<file path="config.mk">
export PLATFORM = sky130hd
export DESIGN_NAME = ppfs_top
export DESIGN_NICKNAME = d
export VERILOG_FILES = /design/src/ppfs_pkg.sv /design/src/ppfs_reset_filter.sv /design/src/ppfs_top.sv
export VERILOG_INCLUDE_DIRS = /design/src
export SDC_FILE = /design/constraint.sdc
export NUM_CORES = 1
export LEC_CHECK = 0
export CAP_MARGIN = 20
export CORE_ASPECT_RATIO = 0.5
export CORE_MARGIN = 4
export CORE_UTILIZATION = 57
export DETAILED_ROUTE_END_ITERATION = 8
export DONT_BUFFER_PORTS = 1
export GPL_TIMING_DRIVEN = 0
export PLACE_DENSITY = 0.75
export SYNTH_ARGS = -nofsm -noshare
export SYNTH_HDL_FRONTEND = slang
export SYNTH_SLANG_ARGS = --single-unit
export TNS_END_PERCENT = 5
</file>
<file path="constraint.sdc">
create_clock -name clk_i -period 3.1 [get_ports clk_i]
set_clock_uncertainty 0.15 [all_clocks]
set_input_delay 0.62 -clock clk_i [delete_from_list [all_inputs] [get_ports clk_i]]
set_output_delay 0.62 -clock clk_i [all_outputs]
set_load 0.02 [all_outputs]
</file>
<file path="src/ppfs_consts.svh">
// Offsets, field positions, reset values and timing counts of the port pin function select.
// Assumes a byte-addressed classic Wishbone slave with 32-bit data and a 40 MHz clock.
`ifndef PPFS_CONSTS_SVH
`define PPFS_CONSTS_SVH

// ----------------------------------------------------------------
// Register offsets (byte addresses; in-port registers as word indices; one aligned word each)
// ----------------------------------------------------------------
`define PPFS_PORT_STRIDE   8'h10
`define PPFS_REG_OUT       2'h0
`define PPFS_REG_DIR       2'h1
`define PPFS_REG_PULLUP    2'h2
`define PPFS_REG_PINS      2'h3
`define PPFS_ADR_CTRL      8'h30
`define PPFS_ADR_STATUS    8'h34

// ----------------------------------------------------------------
// Field positions and reset values
// ----------------------------------------------------------------
`define PPFS_CTRL_ASYNC_BIT   0
`define PPFS_STAT_XTAL_BIT    0
`define PPFS_STAT_TOSC_BIT    1
`define PPFS_STAT_RSTPIN_BIT  2
`define PPFS_STAT_PINRST_BIT  3
`define PPFS_RST_BYTE         8'h00
`define PPFS_MASK_B           8'hFF
`define PPFS_MASK_C           8'h7F
`define PPFS_MASK_D           8'hFF
`define PPFS_OSC_IN_BIT       6
`define PPFS_OSC_OUT_BIT      7
`define PPFS_RSTPIN_BIT       6

// ----------------------------------------------------------------
// Timing
// ----------------------------------------------------------------
`define PPFS_CLK_PERIOD_NS    25
`define PPFS_MIN_PULSE_NS     2500
`define PPFS_MIN_PULSE_CYC    ((`PPFS_MIN_PULSE_NS + `PPFS_CLK_PERIOD_NS - 1) / `PPFS_CLK_PERIOD_NS)

`endif

</file>
<file path="src/ppfs_pkg.sv">
// Types shared by the port pin function select modules.
// Assumes ppfs_consts.svh supplies the numbers; only types live here.
package ppfs_pkg;

    // ----------------------------------------------------------------
    // Port indices
    // ----------------------------------------------------------------
    typedef enum logic [1:0] {
        PPFS_PORT_B,
        PPFS_PORT_C,
        PPFS_PORT_D
    } ppfs_port_e;

    typedef logic [2:0][7:0] ppfs_bytes_t;

    // State of the main block
    typedef struct packed {
        ppfs_bytes_t out;
        ppfs_bytes_t dir;
        ppfs_bytes_t pu;
        ppfs_bytes_t sync1;
        ppfs_bytes_t sync2;
        logic        async_sel;
        logic        ack;
        logic [31:0] rdat;
    } ppfs_state_s;

    // State of the reset pin qualifier
    typedef struct packed {
        logic        sync1;
        logic        sync2;
        logic [15:0] cnt;
        logic        req;
    } ppfs_filt_s;

endpackage

</file>
<file path="src/ppfs_reset_filter.sv">
// Reset pin qualifier: immediate pin reset path plus a clocked minimum-pulse filter.
// Assumes the pin is asynchronous and the enable is a static fuse level.
`timescale 1ns/1ps
`default_nettype none
`include "ppfs_consts.svh"

module ppfs_reset_filter
    import ppfs_pkg::*;
#(
    parameter int MIN_CYC = `PPFS_MIN_PULSE_CYC
) (
    input  wire logic clk_i,
    input  wire logic rst_i,
    input  wire logic enable_i,
    input  wire logic pin_i,
    output logic      pin_reset_now_o,
    output logic      pin_reset_req_o
);

    // ----------------------------------------------------------------
    // Elaboration check
    // ----------------------------------------------------------------
    if (MIN_CYC < 1 || MIN_CYC > 65535) begin : g_bad_cyc
        $error("ppfs_reset_filter: MIN_CYC out of range");
    end

    ppfs_filt_s q, d;

    // Low pin acts at once, without any clock edge
    assign pin_reset_now_o = enable_i & ~pin_i;
    assign pin_reset_req_o = q.req;

    // Count synchronised low cycles; shorter glitches never reach the request
    always_comb begin
        d       = q;
        d.sync1 = pin_i;
        d.sync2 = q.sync1;
        if (enable_i && !q.sync2) begin
            if (q.cnt < 16'(MIN_CYC)) begin
                d.cnt = q.cnt + 16'h0001;
            end
            d.req = (q.cnt >= 16'(MIN_CYC - 1));
        end else begin
            d.cnt = 16'h0000;
            d.req = 1'b0;
        end
    end

    // Register the state
    always_ff @(posedge clk_i) begin
        if (rst_i) begin
            q <= '{sync1: 1'b1, sync2: 1'b1, cnt: 16'h0000, req: 1'b0};
        end else begin
            q <= d;
        end
    end
endmodule // ppfs_reset_filter
`default_nettype wire

</file>
<file path="src/ppfs_top.sv">
// Port pin function select: GPIO control of ports B, C, D with oscillator and reset pin claims.
// Assumes a classic Wishbone master on clk_i and static fuse levels from the fuse block.
//
// Functional notes
// - All port pins float whenever any reset is active, even without a clock.
// - Each port bit has its own pull-up enable.
// - Port C is seven bits wide; ports B and D are eight bits.
// - Reset-disable fuse programmed: port C bit six is plain GPIO.
// - Fuse unprogrammed: port C bit six low long enough resets the device.
// - Crystal clock fuse routes port B bits six/seven to the oscillator amplifier.
// - RC clock with async select routes port B bits six/seven to timer oscillator.
//
// The register offsets and register access over Wishbone were decided locally.
`timescale 1ns/1ps
`default_nettype none
`include "ppfs_consts.svh"

module ppfs_top
    import ppfs_pkg::*;
#(
    parameter int MIN_PULSE_CYC = `PPFS_MIN_PULSE_CYC
) (
    input  wire logic        clk_i,
    input  wire logic        rst_i,
    input  wire logic        wb_cyc_i,
    input  wire logic        wb_stb_i,
    input  wire logic        wb_we_i,
    input  wire logic [7:0]  wb_adr_i,
    input  wire logic [3:0]  wb_sel_i,
    input  wire logic [31:0] wb_dat_i,
    output logic [31:0]      wb_dat_o,
    output logic             wb_ack_o,
    input  wire logic        reset_pin_disable_fuse_i,
    input  wire logic        clk_src_xtal_fuse_i,
    input  wire logic        clk_src_rc_fuse_i,
    input  wire logic [7:0]  port_b_pins_i,
    output logic [7:0]       port_b_pins_o,
    output logic [7:0]       port_b_pins_oe_o,
    output logic [7:0]       port_b_pullup_o,
    input  wire logic [6:0]  port_c_pins_i,
    output logic [6:0]       port_c_pins_o,
    output logic [6:0]       port_c_pins_oe_o,
    output logic [6:0]       port_c_pullup_o,
    input  wire logic [7:0]  port_d_pins_i,
    output logic [7:0]       port_d_pins_o,
    output logic [7:0]       port_d_pins_oe_o,
    output logic [7:0]       port_d_pullup_o,
    output logic             crystal_in_o,
    input  wire logic        crystal_out_i,
    output logic             timer_osc_in_o,
    input  wire logic        timer_osc_out_i,
    output logic             chip_reset_o
);

    // ----------------------------------------------------------------
    // Declarations
    // ----------------------------------------------------------------
    ppfs_state_s q, d;
    ppfs_bytes_t mask;
    ppfs_bytes_t claim;
    ppfs_bytes_t raw_pins;
    ppfs_bytes_t gp_o, gp_oe, gp_pu;
    logic        pin_reset_now;
    logic        pin_reset_req;
    logic        any_reset;
    logic        xtal_active;
    logic        tosc_active;
    logic        rstpin_mode;
    logic        req;
    logic [1:0]  port_idx;
    logic [1:0]  reg_idx;

    // ----------------------------------------------------------------
    // Reset pin qualifier
    // ----------------------------------------------------------------
    ppfs_reset_filter #(
        .MIN_CYC (MIN_PULSE_CYC)
    ) u_rst_filter (
        .clk_i           (clk_i),
        .rst_i           (rst_i),
        .enable_i        (rstpin_mode),
        .pin_i           (port_c_pins_i[`PPFS_RSTPIN_BIT]),
        .pin_reset_now_o (pin_reset_now),
        .pin_reset_req_o (pin_reset_req)
    );

    // Pin reset reaches the floats combinationally, so no clock is needed
    assign rstpin_mode  = ~reset_pin_disable_fuse_i;
    assign any_reset    = rst_i | pin_reset_now | pin_reset_req;
    assign chip_reset_o = any_reset;

    // ----------------------------------------------------------------
    // Special function claims
    // ----------------------------------------------------------------
    assign xtal_active = clk_src_xtal_fuse_i;
    assign tosc_active = clk_src_rc_fuse_i & ~clk_src_xtal_fuse_i & q.async_sel;
    assign mask        = {`PPFS_MASK_D, `PPFS_MASK_C, `PPFS_MASK_B};
    assign raw_pins    = {port_d_pins_i, 1'b0, port_c_pins_i, port_b_pins_i};

    // Claimed bits are masked out of GPIO control
    always_comb begin
        claim = '0;
        if (xtal_active || tosc_active) begin
            claim[PPFS_PORT_B][`PPFS_OSC_IN_BIT]  = 1'b1;
            claim[PPFS_PORT_B][`PPFS_OSC_OUT_BIT] = 1'b1;
        end
        if (rstpin_mode) begin
            claim[PPFS_PORT_C][`PPFS_RSTPIN_BIT] = 1'b1;
        end
    end

    // ----------------------------------------------------------------
    // Per-port GPIO drive and pull-up
    // ----------------------------------------------------------------
    for (genvar p = 0; p < 3; p++) begin : g_port
        assign gp_oe[p] = {8{~any_reset}} & ~claim[p] & mask[p] & q.dir[p];
        assign gp_o[p]  = gp_oe[p] & q.out[p];
        assign gp_pu[p] = {8{~any_reset}} & ~claim[p] & mask[p] & ~q.dir[p] & q.pu[p];
    end

    // Oscillator amplifier output drives bit seven while claimed, still floated in reset
    always_comb begin
        port_b_pins_o    = gp_o[PPFS_PORT_B];
        port_b_pins_oe_o = gp_oe[PPFS_PORT_B];
        if (!any_reset && xtal_active) begin
            port_b_pins_o[`PPFS_OSC_OUT_BIT]    = crystal_out_i;
            port_b_pins_oe_o[`PPFS_OSC_OUT_BIT] = 1'b1;
        end else if (!any_reset && tosc_active) begin
            port_b_pins_o[`PPFS_OSC_OUT_BIT]    = timer_osc_out_i;
            port_b_pins_oe_o[`PPFS_OSC_OUT_BIT] = 1'b1;
        end
    end

    // Oscillator inputs see the raw pin; the amplifier needs no synchroniser
    assign crystal_in_o     = xtal_active & port_b_pins_i[`PPFS_OSC_IN_BIT];
    assign timer_osc_in_o   = tosc_active & port_b_pins_i[`PPFS_OSC_IN_BIT];
    assign port_b_pullup_o  = gp_pu[PPFS_PORT_B];
    assign port_c_pins_o    = gp_o[PPFS_PORT_C][6:0];
    assign port_c_pins_oe_o = gp_oe[PPFS_PORT_C][6:0];
    assign port_c_pullup_o  = gp_pu[PPFS_PORT_C][6:0];
    assign port_d_pins_o    = gp_o[PPFS_PORT_D];
    assign port_d_pins_oe_o = gp_oe[PPFS_PORT_D];
    assign port_d_pullup_o  = gp_pu[PPFS_PORT_D];

    // ----------------------------------------------------------------
    // Wishbone slave and pin synchronisers
    // ----------------------------------------------------------------
    assign req      = wb_cyc_i & wb_stb_i & ~q.ack;
    assign port_idx = wb_adr_i[5:4];
    assign reg_idx  = wb_adr_i[3:2];
    assign wb_ack_o = q.ack;
    assign wb_dat_o = q.rdat;

    // One wait state: ack follows the request by one edge and drops after one cycle
    always_comb begin
        d       = q;
        d.sync1 = raw_pins;
        d.sync2 = q.sync1;
        d.ack   = req;
        d.rdat  = 32'h0000_0000;
        if (req) begin
            if (wb_adr_i[7:6] == 2'h0 && port_idx != 2'h3 && wb_adr_i[1:0] == 2'h0) begin
                if (reg_idx == `PPFS_REG_OUT) begin
                    d.rdat[7:0] = q.out[port_idx];
                    if (wb_we_i && wb_sel_i[0]) d.out[port_idx] = wb_dat_i[7:0] & mask[port_idx];
                end else if (reg_idx == `PPFS_REG_DIR) begin
                    d.rdat[7:0] = q.dir[port_idx];
                    if (wb_we_i && wb_sel_i[0]) d.dir[port_idx] = wb_dat_i[7:0] & mask[port_idx];
                end else if (reg_idx == `PPFS_REG_PULLUP) begin
                    d.rdat[7:0] = q.pu[port_idx];
                    if (wb_we_i && wb_sel_i[0]) d.pu[port_idx] = wb_dat_i[7:0] & mask[port_idx];
                end else begin
                    d.rdat[7:0] = q.sync2[port_idx] & mask[port_idx];
                end
            end else if (wb_adr_i == `PPFS_ADR_CTRL) begin
                d.rdat[`PPFS_CTRL_ASYNC_BIT] = q.async_sel;
                if (wb_we_i && wb_sel_i[0]) d.async_sel = wb_dat_i[`PPFS_CTRL_ASYNC_BIT];
            end else if (wb_adr_i == `PPFS_ADR_STATUS) begin
                d.rdat[`PPFS_STAT_XTAL_BIT]   = xtal_active;
                d.rdat[`PPFS_STAT_TOSC_BIT]   = tosc_active;
                d.rdat[`PPFS_STAT_RSTPIN_BIT] = rstpin_mode;
                d.rdat[`PPFS_STAT_PINRST_BIT] = pin_reset_req;
            end
        end
    end

    // Register the state; a qualified pin reset clears settings like rst_i
    always_ff @(posedge clk_i) begin
        if (rst_i || pin_reset_req) begin
            q           <= '0;
            q.out       <= {3{`PPFS_RST_BYTE}};
            q.dir       <= {3{`PPFS_RST_BYTE}};
            q.pu        <= {3{`PPFS_RST_BYTE}};
        end else begin
            q <= d;
        end
    end
endmodule // ppfs_top
`default_nettype wire

</file>
==> results of run 1 <==
==> flip-flops by register name, indices dropped and copies added (netlist names) <==
register,flops
u_rst_filter.d,1
q,96
u_rst_filter.q,17
wb_dat_o,8
d,23
wb_ack_o,1
u_rst_filter.pin_reset_req_o,1
==> layer usage <==
metal	share of wire (%)	global-route usage, %	vias up
met5	0.037	0	-
met4	2.5	9.91	2
met3	13	11.3	54
met2	44	43.3	322
met1	41	35.8	2524
li1	-	-	2411
==> cells in the mapped netlist, types with 4 or more instances <==
library cell / instances
dfxtp_1: 147
mux2i_1: 93
nand2_1: 91
and2_1: 77
buf_4: 33
clkbuf_1: 30
and3_1: 27
nor3b_1: 21
o2bb2ai_1: 15
nor2_1: 13
inv_1: 12
nand3_1: 10
mux2_2: 9
o21ai_0: 9
nand3_2: 8
o221ai_1: 7
a21oi_1: 6
buf_2: 6
nor4_1: 5
or3_1: 5
nand2b_1: 4
o311ai_0: 4
or2_2: 4
==> cell type report <==
| class | count | share of cell area (%) |
|---|---|---|
| flip-flops and latches | 147 | 38.3 |
| clock inverters | 8 | 1.94 |
| diodes | 4 | 0.130 |
| inverters | 13 | 0.635 |
| multi-input cells | 478 | 45.1 |
| clock buffers | 23 | 6.35 |
| well taps | 145 | 2.36 |
| plain buffers | 69 | 5.17 |
==> cell usage in the layout, fill, tap and decap left out, types with 17 or more instances in the layout <==
master     Yosys  final
and2_1        77     77
and3_1        27     27
buf_4         33     33
clkbuf_1      30     30
clkbuf_16      0     17
conb_1         1     24
dfxtp_1      147    147
mux2i_1       93     93
nand2_1       91     91
==> critical path, delay by kind of cell (launching register included) <==
family        cells  cell delay, ns
buf+inv           2            0.52
flops             1            0.30
simple gates      3            0.96
==> metrics by stage <==
stage	power, uW	util [%]
2_1_floorplan	2150	-
3_3_place_gp	2210	61.4
3_5_place_dp	2210	61.4
4_1_cts	4400	68.9
5_1_grt	4530	69.0
6_report	4410	69.0
==> power by group <==
group | internal (uW) | switching, uW
Clock | 1430 | 786
Sequential | 1920 | 8.56
Combinational | 78.5 | 185
==> how the worst max path moves through the flow <==
stage	to	slack, ns	cells after the start
after floorplan	port_d_pullup_o[2]	0.15	5
after CTS	port_d_pullup_o[2]	0.14	5
after detailed placement	port_d_pullup_o[2]	-0.41	5
after global placement	port_d_pullup_o[3]	-0.43	5
final	port_d_pullup_o[4]	0.12	5
after global routing	port_d_pullup_o[3]	0.05	5
==> cell families after synthesis <==
family	Yosys count	share of synthesized area (%)
compound gates	65	7.58
fa+ha+maj	1	0.190
buf+inv	82	6.67
flops	147	44.7
mux	105	16.7
other cells	1	0.0570
simple gates	283	24.1
==> metrics.yaml, run 1 <==
floorplanning:
  die_area_sq_mm: 0.0134
  pin_count: 182
  fp.dieH_microns: 84.0
  std_cell_rows: 27
  core_area_sq_mm: 0.0111
  start_util_pct: 59.0
  chipWidth_microns: 160
logic_synthesis:
  syn_area_sq_mm: 0.00658
  async_reset_ff_share_pct: 0
  yosysSeqAreaShare_pct: 44.7
  yosysTopAreaCell: "dfxtp_1"
  syn_inst: 684
  avgSynthCellArea_sq_um: 9.62
  synth.distinct_cells: 49
  synthFlopType: "dfxtp_1"
  synth_top_area_share_pct: 44.7
  synth_edf_count: 0
  synth_area_leaders: "dfxtp_1 45%, mux2i_1 14%, and2_1 7.3%"
  yosys_warnings: 0
  yosys_register_bits: 147
clock_network:
  cts_htree_levels: 4
  worst_skew_pair.late_latency_ns: 0.42
  cts_tree: "yes"
  hold_buffers: 0
  clock-sinks: 147
  cts-root-buf: "clkbuf_16"
  path_clk_slew_ns: 0.06
  postCtsSetupBuffers: 0
  cts_buffers: 17
  cts.path.max_buffers: 2
  cts_resized: 39
setup_path:
  rrSetupSlack_ns: 0.65
  cp.arrival_ns: 2.21
  worstPathRequired_ns: 2.33
  worstReg2RegStart: "u_rst_filter.pin_reset_req_o$_SDFF_PP0_"
  startpoint: "u_rst_filter.pin_reset_req_o$_SDFF_PP0_"
  worstPathMaxFanout: 10
  max_stage_delay_ns: 0.38
  path_cells: "or2_2, nor2_2, inv_1, clkbuf_4, nor3b_4"
  r2r_cells: 6
  cp-end-kind: "primary output"
  crit_type: "reg -> out"
  r2r_end: "q[110]$_SDFFE_PP0P_"
  start_kind: "flop"
  cpMaxStageDelayCell: "nor3b_4"
detailed_routing:
  drt-total-wl_microns: 19000
  drt-wirelength-per-cell_microns: 21.4
  detailedRoute.firstPassIterationCount: 5
  via_per_inst: 5.99
  ant_nets: 0
  drtIter0Drc: 472
  drc_errors: 0
  num_vias: 5313
cells_and_area:
  drive_gt1_share_pct: 16.1
  synthToLayoutAreaGrowth_pct: 16.8
  nNetsFinal: 804
  fin_cells: 887
  multi_input_area_sq_mm: 0.00347
  final_area_sq_mm: 0.00769
  nFillCells: 848
  regArea_sq_mm: 0.00294
sta:
  setup-violations-final: 0
  maxSlewViolCount: 0
  max_freq_ghz: 0.336
  timing.final.crit_share_pct: 96.1
  layout_setup_ws_ns: 0.119
  layout_min_cycle_time_ns: 2.98
  final-hold-violation-count: 0
  rsz0062_at_grt: "no"
  tightest_slew_ns: 0.998
  setup_tns_ns: 0
  maxSlewHeadroom_pct: 32.8
  hold_slack_ns: 0.151
global_routing:
  overflow: 0
  grt_pass1_wl_microns: 29300
  grt_start_max_net_pins: 17
  antenna_found_initial: 5
  grt_usage_pct: 28.1
  grt_pass1_vias: 5137
placement:
  place_ws_ns: -0.414
  gp_congestion: 0.902
  dp.cells: 852
  io_buffers: 0
  dpl.hpwl_microns: 13100
  dpl-instance-area_sq_mm: 0.00685
power:
  ir_drop_mv: 0.422
  power_leakage_uw: 0.00340
  powerDensity_mw_per_mm2: 573
hold_path:
  holdPathEnd: "u_rst_filter.d[17]$_SDFF_PP1_"
  hold_depth: 1
  worstHoldPathType: "in -> reg"
  hp-start: "rst_i"
outcome:
  status: "completed"
job:
  maxCapViolCount: 0
Power figures use the tool's default switching activity.
==> run 2, diff against run 1 <==
- ABC_AREA: default -> 1
- RECOVER_POWER: default -> 50
==> run 2 against run 1 <==
  * The flow now finishes with violations (setup timing)
  * Fmax is 4.6% lower
  * Worst setup slack worse by 0.14 ns
  * Sequential power hardly changed
==> metrics.yaml, run 2 <==
sta:
  max_freq_ghz: 0.320
  rsz0062_at_grt: "yes"
  setup-violations-final: 12
  final-hold-violation-count: 0
  setup_tns_ns: -0.189
  tightest_slew_ns: 0.993
  maxSlewHeadroom_pct: 33.6
  timing.final.crit_share_pct: 101
  maxSlewViolCount: 0
  layout_setup_ws_ns: -0.0238
  layout_min_cycle_time_ns: 3.12
detailed_routing:
  via_per_inst: 5.33
  drt-total-wl_microns: 23300
  drc_errors: 0
  ant_nets: 0
  detailedRoute.firstPassIterationCount: 7
  drtIter0Drc: 772
  drt-wirelength-per-cell_microns: 18.2
  num_vias: 6850
setup_path:
  cp.arrival_ns: 2.35
  worstPathMaxFanout: 10
  cp-end-kind: "primary output"
  crit_type: "in -> out"
  start_kind: "input pin"
  worstPathRequired_ns: 2.33
floorplanning:
  core_area_sq_mm: 0.0121
  fp.dieH_microns: 87.2
  chipWidth_microns: 166
  start_util_pct: 59.3
  die_area_sq_mm: 0.0145
  pin_count: 182
  std_cell_rows: 28
global_routing:
  grt_usage_pct: 32.1
  antenna_found_initial: 0
  busiest_layer: "met2"
  grt_pass1_vias: 6454
  grtUsageMet1_pct: 42.2
  grt_util_met3_pct: 11.1
  grt_start_max_net_pins: 17
  grt_pass1_wl_microns: 35600
  met2_usage_pct: 49.4
  overflow: 0
placement:
  io_buffers: 0
  place_ws_ns: -0.0189
  gp_congestion: 1.05
  dpl.hpwl_microns: 17200
logic_synthesis:
  avgSynthCellArea_sq_um: 6.72
  synth_top_area_share_pct: 41.2
  yosys_warnings: 0
  synth_edf_count: 0
  yosysSeqAreaShare_pct: 41.2
  syn_inst: 1064
  synthFlopType: "dfxtp_1"
  syn_area_sq_mm: 0.00715
  yosysTopAreaCell: "dfxtp_1"
  async_reset_ff_share_pct: 0
  synth.distinct_cells: 33
  yosys_register_bits: 147
  synthTopCellsByCount: "266 x nor2_1, 240 x nand2_1, 147 x dfxtp_1, 117 x inv_1, 64 x nand4_1"
  synth_most_common_cell: "nor2_1"
  synth_area_leaders: "dfxtp_1 41%, nor2_1 14%, nand2_1 13%"
power:
  powerDensity_mw_per_mm2: 543
  power_leakage_uw: 0.00345
  ir_drop_mv: 0.411
cells_and_area:
  regMostFlops: "q"
  layout_common_cells: "268 x nor2_1, 240 x nand2_1, 147 x dfxtp_1"
  regArea_sq_mm: 0.00294
  final_common_cell: "nor2_1"
  drive_gt1_share_pct: 8.94
  nNetsFinal: 1184
  n_antenna_cell: 0
  synthToLayoutAreaGrowth_pct: 11.4
  multi_input_area_sq_mm: 0.00327
  largest_reg_flops: 96
  nFillCells: 1145
clock_network:
  cts_htree_levels: 4
  path_clk_slew_ns: 0.07
  hold_buffers: 0
  cts-root-buf: "clkbuf_16"
  cts_buffers: 17
  cts.path.max_buffers: 2
  clock-sinks: 147
  worst_skew_pair.late_latency_ns: 0.43
  cts_tree: "yes"
hold_path:
  worstHoldPathType: "in -> reg"
outcome:
  status: "finished, violations left"
  violations: "setup timing"
job:
  maxCapViolCount: 0
==> run 2: critical path, stage by stage <==
cell and delay [ns]:
o21ai_0 0.35, clkbuf_1 0.48, clkbuf_1 0.62, nor2_1 0.27
==> run 2: routing by layer <==
metal  vias up  wire length [microns]
met4         0                    606
met5         -                      0
li1       3337                      -
met1      3060                   9770
met2       409                   9910
met3        44                   3050
==> run 2: cells by family after synthesis <==
kind of cell    Yosys count  synth area share [%]
fa+ha+maj                 1                 0.175
flops                   147                  41.2
xor+xnor                  5                 0.612
compound gates           31                  2.43
other cells               1                0.0524
simple gates            669                  41.6
buf+inv                 210                  13.9
==> run 2: worst paths after layout <==
path                                                from             endpoint  slack (ns)  cells after the start
worst max-delay path            reset_pin_disable_fuse_i  port_d_pins_oe_o[7]       -0.02                      4
worst min-delay path                    port_d_pins_i[2]     d[52]$_SDFF_PP0_        0.14                      2
worst max register to register       wb_ack_o$_SDFF_PP0_  q[103]$_SDFFE_PP0P_        0.23                      8
worst min register to register          d[35]$_SDFF_PP0_     q[35]$_SDFF_PP0_        0.26                      2
==> run 2: stage by stage <==
step	hold slack, ns	util [%]	total power (uW)	area, sq um	instances
3_5_place_dp	0.248	61.8	2270	7440	1252
5_1_grt	0.138	66.1	4450	7960	1284
6_report	0.141	66.1	4330	7960	1284
3_3_place_gp	0.241	61.8	2270	7440	1252
2_1_floorplan	0.239	-	2190	7240	1087
4_1_cts	0.134	66.8	4320	8050	1284
==> run 2: what timing repair did <==
action | CTS | global route
buffers inserted | 0 | 0
gates cloned | 0 | 0
resized for setup | 3 | 2
setup endpoints to repair | 9 | 48
pin swaps | 0 | 0
==> run 2: power by group <==
group,switching [uW],internal [uW],total [uW]
logic,237,76.6,313
registers,8.82,1920,1930
clock network,934,1150,2090
total,1180,3150,4330
==> run 2: cell type report <==
cell class	count	share of cell area, %
plain buffers	85	6.03
clock buffers	18	5.39
clock inverters	14	2.06
inverters	125	5.89
multi-input cells	730	41.1
flip-flops and latches	147	37.0
well taps	165	2.59
